$ cat config.mk
export PLATFORM = sky130hd
export DESIGN_NAME = spi_master_slave_port
export DESIGN_NICKNAME = d
export VERILOG_FILES = /design/src/spi_port_fix_note_unused.sv /design/src/spi_port_pkg.sv /design/src/rate_if.sv /design/src/pin_sync.sv /design/src/rate_divider.sv /design/src/spi_master_slave_port.sv
export SDC_FILE = /design/constraint.sdc
export NUM_CORES = 1
export LEC_CHECK = 0
export BUFFER_PORTS_ARGS = -buffer_cell sky130_fd_sc_hd__buf_4
export CORE_AREA = 3 3 96 98
export CTS_CLUSTER_DIAMETER = 40
export DETAILED_ROUTE_END_ITERATION = 7
export DIE_AREA = 0 0 99 101
export PLACE_DENSITY = 0.73
export SYNTH_ARGS = -nofsm -noshare
export SYNTH_HDL_FRONTEND = slang
export SYNTH_SLANG_ARGS = --single-unit
$ cat constraint.sdc
create_clock -name clk -period 2.7 [get_ports clk]
set_input_delay 0.54 -clock clk [delete_from_list [all_inputs] [get_ports clk]]
set_output_delay 0.54 -clock clk [all_outputs]
set_load 0.03 [all_outputs]
$ cat src/spi_port_fix_note_unused.sv
// Empty source unit with no logic
`timescale 1ns/10ps
`default_nettype none
`default_nettype wire

$ cat src/spi_port_pkg.sv
// Constants and types shared by the serial port modules
package spi_port_pkg;

	// Register offsets in data space, and the shift down to I/O space
	localparam logic [7:0] CONTROL_OFFSET = 8'h4C;
	localparam logic [7:0] STATUS_OFFSET  = 8'h4D;
	localparam logic [7:0] DATA_OFFSET    = 8'h4E;
	localparam logic [7:0] IO_SPACE_SHIFT = 8'h20;
	localparam logic [7:0] IO_SPACE_TOP   = 8'h3F;

	// Control register fields
	localparam int IRQ_ENABLE_BIT   = 7;
	localparam int PORT_ENABLE_BIT  = 6;
	localparam int LSB_FIRST_BIT    = 5;
	localparam int MASTER_BIT       = 4;
	localparam int IDLE_POLARITY_BIT = 3;
	localparam int SAMPLE_PHASE_BIT = 2;
	localparam int RATE_HIGH_BIT    = 1;
	localparam int RATE_LOW_BIT     = 0;

	// Status register fields
	localparam int DONE_FLAG_BIT    = 7;
	localparam int COLLISION_BIT    = 6;
	localparam int DOUBLER_BIT      = 0;

	// Reset values
	localparam logic [7:0] CONTROL_RESET = 8'h00;
	localparam logic [7:0] STATUS_RESET  = 8'h00;
	localparam logic [7:0] DATA_RESET    = 8'h00;

	// Half of each clock divisor: /4 /16 /64 /128, doubled /2 /8 /32 /64
	localparam int HALF_WIDTH = 7;
	localparam logic [HALF_WIDTH-1:0] HALF_DIV4   = 7'h02;
	localparam logic [HALF_WIDTH-1:0] HALF_DIV16  = 7'h08;
	localparam logic [HALF_WIDTH-1:0] HALF_DIV64  = 7'h20;
	localparam logic [HALF_WIDTH-1:0] HALF_DIV128 = 7'h40;
	localparam logic [HALF_WIDTH-1:0] HALF_DIV2   = 7'h01;
	localparam logic [HALF_WIDTH-1:0] HALF_DIV8   = 7'h04;
	localparam logic [HALF_WIDTH-1:0] HALF_DIV32  = 7'h10;

	// Bits per transfer and the count of the last clock edge of a transfer
	localparam int BYTE_BITS = 8;
	localparam logic [3:0] LAST_EDGE = 4'hF;

	// Register selected by an access
	typedef enum logic [1:0] {SEL_NONE, SEL_CONTROL, SEL_STATUS, SEL_DATA} reg_sel_t;

	// Transfer engine state
	typedef enum logic {ST_IDLE, ST_SHIFT} xfer_state_t;

endpackage : spi_port_pkg

$ cat src/rate_if.sv
// Link between the transfer engine and the clock rate divider
`timescale 1ns/10ps
`default_nettype none
interface rate_if;
	logic       run;
	logic       doubler;
	logic [1:0] code;
	logic       tick;
	modport engine (output run, output doubler, output code, input tick);
	modport divider (input run, input doubler, input code, output tick);
endinterface : rate_if
`default_nettype wire

$ cat src/pin_sync.sv
// Two-flop synchroniser for pin inputs
`timescale 1ns/10ps
`default_nettype none
module pin_sync #(
	parameter int WIDTH = 4
) (
	// Clock and reset
	input  wire logic             clk,
	input  wire logic             rst,
	// Pins and synchronised copies
	input  wire logic [WIDTH-1:0] pins,
	output logic      [WIDTH-1:0] pins_sync
);
	typedef struct packed {
		logic [WIDTH-1:0] first;
		logic [WIDTH-1:0] second;
	} sync_state_t;

	sync_state_t st;
	sync_state_t next_st;

	always_comb begin
		next_st        = st;
		next_st.first  = pins;
		next_st.second = st.first;
	end

	always_ff @(posedge clk or posedge rst) begin
		if (rst) begin
			st <= '0;
		end else begin
			st <= next_st;
		end
	end

	assign pins_sync = st.second;
endmodule : pin_sync
`default_nettype wire

$ cat src/rate_divider.sv
// Clock rate divider giving one enable pulse per half serial clock period
`timescale 1ns/10ps
`default_nettype none
module rate_divider
	import spi_port_pkg::*;
(
	// Clock and reset
	input  wire logic clk,
	input  wire logic rst,
	// Engine side
	rate_if.divider   rate
);
	typedef struct packed {
		logic [HALF_WIDTH-1:0] count;
		logic                  tick;
	} div_state_t;

	div_state_t st;
	div_state_t next_st;

	function automatic logic [HALF_WIDTH-1:0] half_period(input logic dbl, input logic [1:0] c);
		logic [HALF_WIDTH-1:0] h;
		h = HALF_DIV4;
		case ({dbl, c})
			3'b000: h = HALF_DIV4;
			3'b001: h = HALF_DIV16;
			3'b010: h = HALF_DIV64;
			3'b011: h = HALF_DIV128;
			3'b100: h = HALF_DIV2;
			3'b101: h = HALF_DIV8;
			3'b110: h = HALF_DIV32;
			default: h = HALF_DIV64;
		endcase
		return h;
	endfunction : half_period

	always_comb begin
		next_st      = st;
		next_st.tick = 1'b0;
		// Held at zero while stopped so the first half period is whole
		if (!rate.run) begin
			next_st.count = '0;
		end else if (st.count + 7'h01 >= half_period(rate.doubler, rate.code)) begin
			next_st.count = '0;
			next_st.tick  = 1'b1;
		end else begin
			next_st.count = st.count + 7'h01;
		end
	end

	always_ff @(posedge clk or posedge rst) begin
		if (rst) begin
			st <= '0;
		end else begin
			st <= next_st;
		end
	end

	assign rate.tick = st.tick;
endmodule : rate_divider
`default_nettype wire

$ cat src/spi_master_slave_port.sv
// Byte serial port, master or slave, with control, status and data registers
`timescale 1ns/10ps
`default_nettype none
module spi_master_slave_port
	import spi_port_pkg::*;
(
	// Clock and reset
	input  wire logic       clk,
	input  wire logic       rst,
	// CPU register access
	input  wire logic [7:0] bus_addr,
	input  wire logic       bus_io_space,
	input  wire logic       bus_rd,
	input  wire logic       bus_wr,
	input  wire logic [7:0] bus_wdata,
	output logic      [7:0] bus_rdata,
	// Interrupt
	input  wire logic       global_irq_enable,
	input  wire logic       irq_vector_taken,
	output logic            irq,
	// Pin directions from the port logic, one means output
	input  wire logic       dir_sck_out,
	input  wire logic       dir_mosi_out,
	input  wire logic       dir_miso_out,
	input  wire logic       dir_ss_out,
	// Serial clock pin
	input  wire logic       sck_in,
	output logic            sck_out,
	output logic            sck_oe_n,
	// Master out pin
	input  wire logic       mosi_in,
	output logic            mosi_out,
	output logic            mosi_oe_n,
	// Master in pin
	input  wire logic       miso_in,
	output logic            miso_out,
	output logic            miso_oe_n,
	// Slave select pin, active low
	input  wire logic       ss_n_in
);
	import spi_port_pkg::*;

	typedef struct packed {
		logic [7:0]  ctrl;
		logic        doubler;
		logic        done;
		logic        collision_bit;
		logic        arm_done;
		logic        arm_collision_bit;
		logic [7:0]  rx_buf;
		logic [7:0]  tx;
		logic [7:0]  rx;
		logic [3:0]  edge_cnt;
		logic        sck_lvl;
		logic        sck_prev;
		xfer_state_t state;
		logic [7:0]  rdata;
	} port_state_t;

	port_state_t st;
	port_state_t next_st;

	rate_if rate ();

	logic [3:0] pins_sync;
	logic       sck_s;
	logic       mosi_s;
	logic       miso_s;
	logic       ss_n_s;

	// Slave clock is sampled, so it must stay below a quarter of clk
	pin_sync #(.WIDTH(4)) u_sync (
		.clk       (clk),
		.rst       (rst),
		.pins      ({sck_in, mosi_in, miso_in, ss_n_in}),
		.pins_sync (pins_sync)
	);

	assign sck_s  = pins_sync[3];
	assign mosi_s = pins_sync[2];
	assign miso_s = pins_sync[1];
	assign ss_n_s = pins_sync[0];

	rate_divider u_div (
		.clk  (clk),
		.rst  (rst),
		.rate (rate.divider)
	);

	// Maps an access to a register in either address space
	function automatic reg_sel_t decode(input logic [7:0] a, input logic io);
		logic [7:0] da;
		reg_sel_t   s;
		da = a + IO_SPACE_SHIFT;
		s  = SEL_NONE;
		if (io && a > IO_SPACE_TOP) begin
			s = SEL_NONE;
		end else if ((io ? da : a) == CONTROL_OFFSET) begin
			s = SEL_CONTROL;
		end else if ((io ? da : a) == STATUS_OFFSET) begin
			s = SEL_STATUS;
		end else if ((io ? da : a) == DATA_OFFSET) begin
			s = SEL_DATA;
		end
		return s;
	endfunction : decode

	reg_sel_t rd_sel;
	reg_sel_t wr_sel;
	logic     enabled;
	logic     is_master;
	logic     lsb_first;
	logic     idle_polarity_bit;
	logic     sample_phase_bit;
	logic     mode_fault;
	logic     slave_sel;
	logic     out_bit;
	logic     in_bit;
	logic     data_access;
	logic     status_read;
	logic     edge_seen;
	logic     leading;
	logic     sample_edge;
	logic     setup_edge;
	logic     byte_done;
	logic     sck_new;

	assign rd_sel      = bus_rd ? decode(bus_addr, bus_io_space) : SEL_NONE;
	assign wr_sel      = bus_wr ? decode(bus_addr, bus_io_space) : SEL_NONE;
	assign enabled     = st.ctrl[PORT_ENABLE_BIT];
	assign is_master   = enabled && st.ctrl[MASTER_BIT];
	assign lsb_first   = st.ctrl[LSB_FIRST_BIT];
	assign idle_polarity_bit        = st.ctrl[IDLE_POLARITY_BIT];
	assign sample_phase_bit        = st.ctrl[SAMPLE_PHASE_BIT];
	assign mode_fault  = is_master && !dir_ss_out && !ss_n_s;
	assign slave_sel   = enabled && !st.ctrl[MASTER_BIT] && !ss_n_s;
	assign out_bit     = lsb_first ? st.tx[0] : st.tx[BYTE_BITS-1];
	assign in_bit      = is_master ? miso_s : mosi_s;
	assign data_access = (rd_sel == SEL_DATA) || (wr_sel == SEL_DATA);
	assign status_read = (rd_sel == SEL_STATUS);

	// Master edges come from the divider, slave edges from the pin
	assign sck_new   = is_master ? !st.sck_lvl : sck_s;
	assign edge_seen = is_master ? (st.state == ST_SHIFT && rate.tick)
	                             : (slave_sel && sck_s != st.sck_prev);
	assign leading   = (sck_new != idle_polarity_bit);
	assign sample_edge = edge_seen && (leading == !sample_phase_bit);
	assign setup_edge  = edge_seen && (leading == sample_phase_bit) && st.edge_cnt != 4'h0;
	assign byte_done   = edge_seen && st.edge_cnt == LAST_EDGE;

	assign rate.run     = is_master && st.state == ST_SHIFT;
	assign rate.doubler = st.doubler;
	assign rate.code    = st.ctrl[RATE_HIGH_BIT:RATE_LOW_BIT];

	always_comb begin
		next_st          = st;
		next_st.sck_prev = sck_s;

		// Register reads answer one cycle later from a flop
		if (rd_sel == SEL_CONTROL) begin
			next_st.rdata = st.ctrl;
		end else if (rd_sel == SEL_STATUS) begin
			next_st.rdata = {st.done, st.collision_bit, 5'h00, st.doubler};
		end else if (rd_sel == SEL_DATA) begin
			next_st.rdata = st.rx_buf;
		end

		// Two-step flag clear: arm on status read, fire on data access
		if (data_access) begin
			if (st.arm_done) begin
				next_st.done = 1'b0;
			end
			if (st.arm_collision_bit) begin
				next_st.done = 1'b0;
				next_st.collision_bit = 1'b0;
			end
			next_st.arm_done = 1'b0;
			next_st.arm_collision_bit = 1'b0;
		end
		if (status_read) begin
			next_st.arm_done = st.done;
			next_st.arm_collision_bit = st.collision_bit;
		end
		if (irq_vector_taken) begin
			next_st.done = 1'b0;
		end

		// Control and status writes; flags are not writable
		if (wr_sel == SEL_CONTROL) begin
			next_st.ctrl = bus_wdata;
		end else if (wr_sel == SEL_STATUS) begin
			next_st.doubler = bus_wdata[DOUBLER_BIT];
		end

		// Data write loads a byte and starts it in master mode, or collides with one in flight
		if (wr_sel == SEL_DATA) begin
			if (st.state == ST_SHIFT || (slave_sel && st.edge_cnt != 4'h0)) begin
				next_st.collision_bit = 1'b1;
			end else begin
				next_st.tx = bus_wdata;
				if (is_master) begin
					next_st.state    = ST_SHIFT;
					next_st.edge_cnt = 4'h0;
					next_st.sck_lvl  = idle_polarity_bit;
				end
			end
		end

		// Idle master clock follows the polarity bit
		if (st.state == ST_IDLE) begin
			next_st.sck_lvl = idle_polarity_bit;
		end else if (is_master && rate.tick) begin
			next_st.sck_lvl = !st.sck_lvl;
		end

		// Shift engine, shared by both roles
		if (sample_edge) begin
			next_st.rx = lsb_first ? {in_bit, st.rx[7:1]} : {st.rx[6:0], in_bit};
		end
		if (setup_edge) begin
			next_st.tx = lsb_first ? {1'b0, st.tx[7:1]} : {st.tx[6:0], 1'b0};
		end
		if (edge_seen) begin
			next_st.edge_cnt = st.edge_cnt + 4'h1;
		end
		if (byte_done) begin
			next_st.rx_buf   = st.rx;
			next_st.done     = 1'b1;
			next_st.state    = ST_IDLE;
			next_st.edge_cnt = 4'h0;
			if (sample_edge) begin
				next_st.rx_buf = next_st.rx;
			end
		end

		// Deselected slave drops any partial byte at once
		if (enabled && !st.ctrl[MASTER_BIT] && ss_n_s) begin
			next_st.edge_cnt = 4'h0;
			next_st.rx       = 8'h00;
		end

		// Another master selected us: step down to slave
		if (mode_fault) begin
			next_st.ctrl[MASTER_BIT] = 1'b0;
			next_st.done             = 1'b1;
			next_st.state            = ST_IDLE;
			next_st.edge_cnt         = 4'h0;
		end

		// Disabling the port abandons any transfer
		if (!enabled) begin
			next_st.state    = ST_IDLE;
			next_st.edge_cnt = 4'h0;
		end
	end

	always_ff @(posedge clk or posedge rst) begin
		if (rst) begin
			st          <= '0;
			st.ctrl     <= CONTROL_RESET;
			st.doubler  <= STATUS_RESET[DOUBLER_BIT];
			st.rx_buf   <= DATA_RESET;
			st.state    <= ST_IDLE;
		end else begin
			st <= next_st;
		end
	end

	// Outputs
	assign bus_rdata = st.rdata;
	assign irq       = st.done && st.ctrl[IRQ_ENABLE_BIT] && global_irq_enable;
	assign sck_out   = st.sck_lvl;
	assign sck_oe_n  = !(is_master && dir_sck_out);
	assign mosi_out  = out_bit;
	assign mosi_oe_n = !(is_master && dir_mosi_out);
	assign miso_out  = out_bit;
	assign miso_oe_n = !(slave_sel && dir_miso_out);

endmodule : spi_master_slave_port
`default_nettype wire

==> results.tsv, run 1 <==
metric	value	unit
Root Driver	clkbuf_8	
initial drt markers	146	
CORE AREA	8550	um2
CP Class	reg2reg	
most frequent cells in the layout	68 x dfrtp_1, 54 x buf_4, 32 x nand2_1, 22 x mux2_2, 21 x nor2_1	
Starting Density	44.0	%
post-CTS repair timing setup buffer count	0	
CP delay by family, top	compound AO/OA/AOI/OAI gates	
Post-Synthesis Cells	361	
Slew headroom	41.8	%
max-cap violations	0	
Pre-antenna DRT Iters	4	
Final Hold Fails	0	
Routed Antenna Nets	0	
Post-Syn Area	3770	um2
Internal Power	1.89	mW
slowest stage cell on the critical path	dfrtp_1	
most common cell after layout, fill and taps aside	dfrtp_1	
max incr delay on CP	440	ps
Req. time, crit path	2980	ps
Max VDD drop	0.317	mV
post-layout min period	2400	ps
HP Class	in2async	
Die H	101	um
nets	440	
DPL Wire Length	5.96	mm
Clk pwr share	44.7	%
quantity of I/O buffers inserted on ports	45	
sequential area share after synthesis	45.2	%
Sequential Power Share	44.9	%
Synth warnings	0	
Fillers	748	
clock buffer count from CTS	9	
post-DR vias/cell	5.52	
Clock Tree Buf Depth	2	
Synth top area share	45.2	%
synth-to-layout area growth	17.1	%
dpl ws	139	ps
Post-synth EDFFs	0	
result of the run	finished clean	
CP Cell Sequence	ha_1, nand3_1, xnor2_1, ha_1, a21o_1, a21o_1, a21oi_1, o2111ai_1, nor2b_1	
Max Fclk	416	MHz
asr flop ratio synth	100	%
top cells by area, synth	dfrtp_1 45%, mux2_2 6.6%, mux2i_1 4.8%	
clock slew at the register clock pins of the worst setup and hold paths	80	ps
GP Congestion	0.851	
CTS tree	yes	
Switch Pwr	574	uW
vias	2822	
crit path buf inv count	0	
Total GRT Usage	17.1	%
CP Data Arrival Time	2680	ps
die footprint	10000	um2
hold-fix buffers at CTS	0	
Most used DFF post-synth	dfrtp_1	
Leak	2.07	nW
final setup TNS	0	ps
final worst slack	297	ps
Switching Fraction	23.3	%
DRC violations left	0	
CP Launch Type	flop	
worst slew pin tran	872	ps
Worst Path Max Fanout	7	
DRT Wirelength	8.18	mm
post-synth cell types	61	
Syn Area/Cell	10.4	um2
final setup violation count	0	
io pins	46	
routed len/inst	16.0	um
number of global-route vias before repair	2836	
initial antenna violation count	0	
share of cells above drive strength 1	27.0	%
CP Capture Type	flop	
global-route wire length before repair	13.7	mm
max-slew violations	0	
CTS resizes	0	
# rows	34	
n_diodes	0	
PD cells	558	nW/um2
largest net degree at the start of global routing	25	
Clock Latency Late Sink	350	ps
RSZ-0062 raised after global routing	no	
Final Cycle Share	89.0	%
post-synthesis register bit count	68	
Synth area leader	dfrtp_1	
post-synth net total	403	
clk sinks	68	
Comb pwr share	10.4	%
clock skew	11.5	ps
Die W	99	um
GRT overflow	0	
H-tree depth	3	
-- path summary, 6_finish.rpt --
path                                             start                       endpoint  slack (ps)  cells past startpoint
max                              u_div.st[1]$_DFF_PP0_          u_div.st[7]$_DFF_PP0_         300                      9
min                                                rst       bus_rdata[4]$_DFFE_PP0P_         230                      2
max reg2reg                      u_div.st[1]$_DFF_PP0_          u_div.st[7]$_DFF_PP0_         300                      9
max in group asynchronous                          rst             st[30]$_DFFE_PP0P_        1740                      3
min in group clk                               ss_n_in    u_sync.next_st[0]$_DFF_PP0_         300                      1
min reg2reg                u_sync.next_st[1]$_DFF_PP0_  u_sync.pins_sync[1]$_DFF_PP0_         350                      0
-- registers in the layout (all words and copies together), names as in the netlist --
name and flops:
st 36, bus_rdata 8, u_div.st 7, u_sync.next_st 4, u_sync.pins_sync 4, rate.code 2, enabled 1, idle_polarity_bit 1
lsb_first 1, rate.doubler 1, sample_phase_bit 1, sck_out 1, u_div.rate.tick 1
-- routing by layer --
| layer | track usage (%) | part of all wire [%] | vias to the layer above |
|---|---|---|---|
| met4 | 5.25 | 1.5 | 0 |
| li1 | - | - | 1372 |
| met3 | 4.71 | 5.7 | 13 |
| met2 | 28.1 | 48 | 74 |
| met1 | 22.0 | 45 | 1363 |
| met5 | 0 | 0 | - |
-- cells in the mapped netlist, drive strengths merged (2+ instances only) --
master,n
nor2,21
nand3b,4
nand3,13
a32oi,2
xnor2,3
o22ai,2
o21a,2
o2111ai,3
mux2,22
nand2b,4
o21ai,13
a31oi,11
or3b,2
nor4,2
ha,11
a21o,3
a22o,5
nand2,33
o31ai,2
xor2,6
clkbuf,9
and3,6
nor2b,11
buf,19
a22oi,8
o2bb2ai,4
inv,8
dfrtp,68
mux2i,18
nor3b,10
or2,3
a21oi,16
-- cells by family after synthesis --
family	Yosys count	synth area share, %
muxes	40	11.4
and+or+nand+nor	117	17.2
buffers and inverters	36	5.05
adders and majority gates	11	3.65
xor gates and xnor gates	9	2.09
AOI/OAI and AO/OA	80	15.5
DFF	68	45.2
-- per-stage QoR --
stage | total power, mW | area, um2 | hold WS [ps] | utilization [%] | cells
finish | 2.46 | 4410 | 229 | 51.6 | 511
global route | 2.56 | 4410 | 267 | 51.6 | 511
CTS | 2.49 | 4410 | 233 | 51.6 | 511
detailed placement | 1.38 | 4150 | 336 | 48.5 | 495
global placement | 1.37 | 4150 | 332 | 48.5 | 495
floorplan | 1.29 | 3770 | 331 | - | 361
-- layout make-up --
cell class              count  area [um2]  area share [%]
well taps                 108         135            3.06
clock buffers              10         128            2.89
clock inverters             6         136            3.09
flip-flops and latches     68        1700            38.6
multi-input cells         257        1870            42.5
inverters                   8        30.0           0.681
repair buffers             54         405            9.19
-- power by group through the flow --
stage / sequential (mW) / combinational, mW / clock [mW]
6_report: 1.11 / 0.255 / 1.10
5_1_grt: 1.11 / 0.282 / 1.16
4_1_cts: 1.11 / 0.259 / 1.13
3_5_place_dp: 1.12 / 0.258 / 0
3_3_place_gp: 1.12 / 0.250 / 0
2_1_floorplan: 1.10 / 0.189 / 0
(Power assumes the default switching activity.)
==> inputs of run 2 (changes only) <==
--- a/config.mk
+++ b/config.mk
@@ -5,12 +5,14 @@
 export SDC_FILE = /design/constraint.sdc
 export NUM_CORES = 1
 export LEC_CHECK = 0
+export ABC_AREA = 1
 export BUFFER_PORTS_ARGS = -buffer_cell sky130_fd_sc_hd__buf_4
-export CORE_AREA = 3 3 96 98
+export CORE_AREA = 3 3 95 97
 export CTS_CLUSTER_DIAMETER = 40
 export DETAILED_ROUTE_END_ITERATION = 7
-export DIE_AREA = 0 0 99 101
-export PLACE_DENSITY = 0.73
+export DIE_AREA = 0 0 98 100
+export PLACE_DENSITY = 0.74
+export REMOVE_ABC_BUFFERS = 1
 export SYNTH_ARGS = -nofsm -noshare
 export SYNTH_HDL_FRONTEND = slang
 export SYNTH_SLANG_ARGS = --single-unit
==> results.tsv, run 2 <==
metric	value	unit
hold-fix buffers at CTS	0	
Slew headroom	63.5	%
CP Capture Type	flop	
Synth warnings	0	
Switching Fraction	27.1	%
clock buffer count from CTS	9	
crit-path most repeated cell	ha_1	
CP Class	reg2reg	
dpl ws	227	ps
Most used DFF post-synth	dfrtp_1	
initial antenna violation count	0	
global-route wire length before repair	14.5	mm
result of the run	finished clean	
Clock Latency Late Sink	350	ps
Pre-antenna DRT Iters	5	
vias	3187	
worst r2r src	u_div.st[1]$_DFF_PP0_	
slowest stage cell on the critical path	dfrtp_1	
Synth area leader	dfrtp_1	
quantity of I/O buffers inserted on ports	45	
Leak	2.13	nW
clock slew at the register clock pins of the worst setup and hold paths	70	ps
CP Launch Type	flop	
Worst Path Max Fanout	8	
DRC violations left	0	
post-layout min period	2360	ps
DPL Wire Length	6.45	mm
n_diodes	0	
largest net degree at the start of global routing	69	
Die W	98	um
RSZ-0062 raised after global routing	no	
Post-synth top cells	147 x nand2_1, 68 x dfrtp_1, 43 x inv_1	
post-synthesis register bit count	68	
Internal Power	1.58	mW
Die H	100	um
DRT Wirelength	8.58	mm
PD cells	505	nW/um2
clock skew	9.05	ps
CP Data Arrival Time	2620	ps
post-synth cell types	34	
clk sinks	68	
H-tree depth	3	
initial drt markers	246	
number of global-route vias before repair	3096	
Max Fclk	424	MHz
synth-to-layout area growth	15.6	%
Root Driver	clkbuf_8	
Final Hold Fails	0	
Syn Area/Cell	7.95	um2
CP Cell Sequence	ha_1, nand3_1, nor3_1, xor2_1, ha_1, nand2_1, inv_1, nand4_1, o2111ai_2, nor3b_1	
io pins	46	
routed len/inst	13.9	um
Post-Synthesis Cells	466	
nets	551	
worst setup path start	u_div.st[1]$_DFF_PP0_	
Post-synth EDFFs	0	
Clk pwr share	36.4	%
HP Class	in2async	
CTS tree	yes	
final setup violation count	0	
post-CTS repair timing setup buffer count	0	
Switch Pwr	584	uW
CORE AREA	8220	um2
CP endpoint	u_div.st[3]$_DFF_PP0_	
post-DR vias/cell	5.17	
Pwr Total	2.16	mW
share of cells above drive strength 1	17.6	%
GRT overflow	0	
largest register by flop count	st	
Max VDD drop	0.259	mV
Routed Antenna Nets	0	
Starting Density	45.1	%
most frequent cells in the layout	147 x nand2_1, 68 x dfrtp_1, 50 x buf_4, 42 x inv_1, 34 x o21ai_1	
most common cell after layout, fill and taps aside	nand2_1	
FF-to-FF path depth	10	
max incr delay on CP	400	ps
Clock Tree Buf Depth	2	
Post-Syn Area	3700	um2
Synth top area share	45.9	%
CTS resizes	0	
Final Cycle Share	87.3	%
Comb pwr share	12.8	%
Total GRT Usage	18.5	%
worst slew pin tran	545	ps
Sequential Power Share	50.8	%
max reg flops	36	
max-slew violations	0	
Req. time, crit path	2960	ps
max-cap violations	0	
top cells by area, synth	dfrtp_1 46%, nand2_1 15%, o21ai_1 4.6%	
FF-to-FF setup slack	340	ps
r2r endpoint	u_div.st[3]$_DFF_PP0_	
die footprint	9800	um2
# rows	33	
asr flop ratio synth	100	%
sequential area share after synthesis	45.9	%
most frequent cell after synthesis	nand2_1	
final worst slack	343	ps
GP Congestion	0.869	
-- run 2: cell types whose count changed in the layout (fill, tap and decap cells not counted), sizes merged, moves of 11 or more --
cell   delta
inv      +40
mux2     -22
mux2i    -18
nand2   +121
nand3    +17
nand4    +17
nor2b    -11
o21ai    +41
-- run 2: power groups by stage --
stage	Clock, mW	Combinational [mW]	Sequential, mW
2_1_floorplan	0	0.169	1.11
3_3_place_gp	0	0.267	1.11
3_5_place_dp	0	0.275	1.11
4_1_cts	0.802	0.276	1.10
5_1_grt	0.847	0.312	1.10
6_report	0.787	0.277	1.10
-- run 2: worst max-delay path: cells and delay by family, from the launching register on --
kind	cells	cell delay, ps
AO/OA/AOI/OAI	1	230
flip-flops	1	400
XOR/XNOR	1	230
buffers and inverters	1	50
AND/OR/NAND/NOR	5	860
adder cells (fa/ha/maj)	2	490
-- run 2: routing by layer --
metal	up-vias	global-route usage [%]	wire [um]
li1	1602	-	-
met1	1472	23.5	3780
met2	96	30.8	4150
met3	17	3.89	445
met4	0	7.67	204
met5	-	0	0
-- run 2: worst min path at each step --
stage | end | depth (start not counted)
final | st[51]$_DFFE_PP0N_ | 3
after detailed placement | u_sync.pins_sync[0]$_DFF_PP0_ | 0
after CTS | st[23]$_DFFE_PP0P_ | 3
after global routing | st[51]$_DFFE_PP0N_ | 3
after global placement | u_sync.pins_sync[2]$_DFF_PP0_ | 0
after floorplan | u_sync.pins_sync[0]$_DFF_PP0_ | 0
-- run 2: kinds of logic after synthesis --
kind of cell / share of synthesized area, %
AND/OR/NAND/NOR: 29.2
AO/OA/AOI/OAI: 10.1
buffers and inverters: 8.41
flip-flops: 45.9
adder cells (fa/ha/maj): 3.72
XOR/XNOR: 2.60
-- run 2: cell type report --
class                   instances  area, um2
clock buffers                  11        131
clock inverters                 3       40.0
fillers                       765       3940
inverters                      49        185
multi-input cells             330       1700
flip-flops and latches         68       1700
well taps                     105        131
repair buffers                 51        395
-- run 2: stage by stage --
| step | utilization [%] | hold WS (ps) | area, um2 | TNS [ps] | std cells |
|---|---|---|---|---|---|
| 2_1_floorplan | - | 331 | 3580 | -69.0 | 447 |
| 3_3_place_gp | 49.9 | 333 | 4100 | 0 | 603 |
| 3_5_place_dp | 49.9 | 335 | 4100 | 0 | 603 |
| 4_1_cts | 52.0 | 278 | 4280 | 0 | 617 |
| 5_1_grt | 52.1 | 285 | 4280 | 0 | 617 |
| 6_report | 52.1 | 258 | 4280 | 0 | 617 |
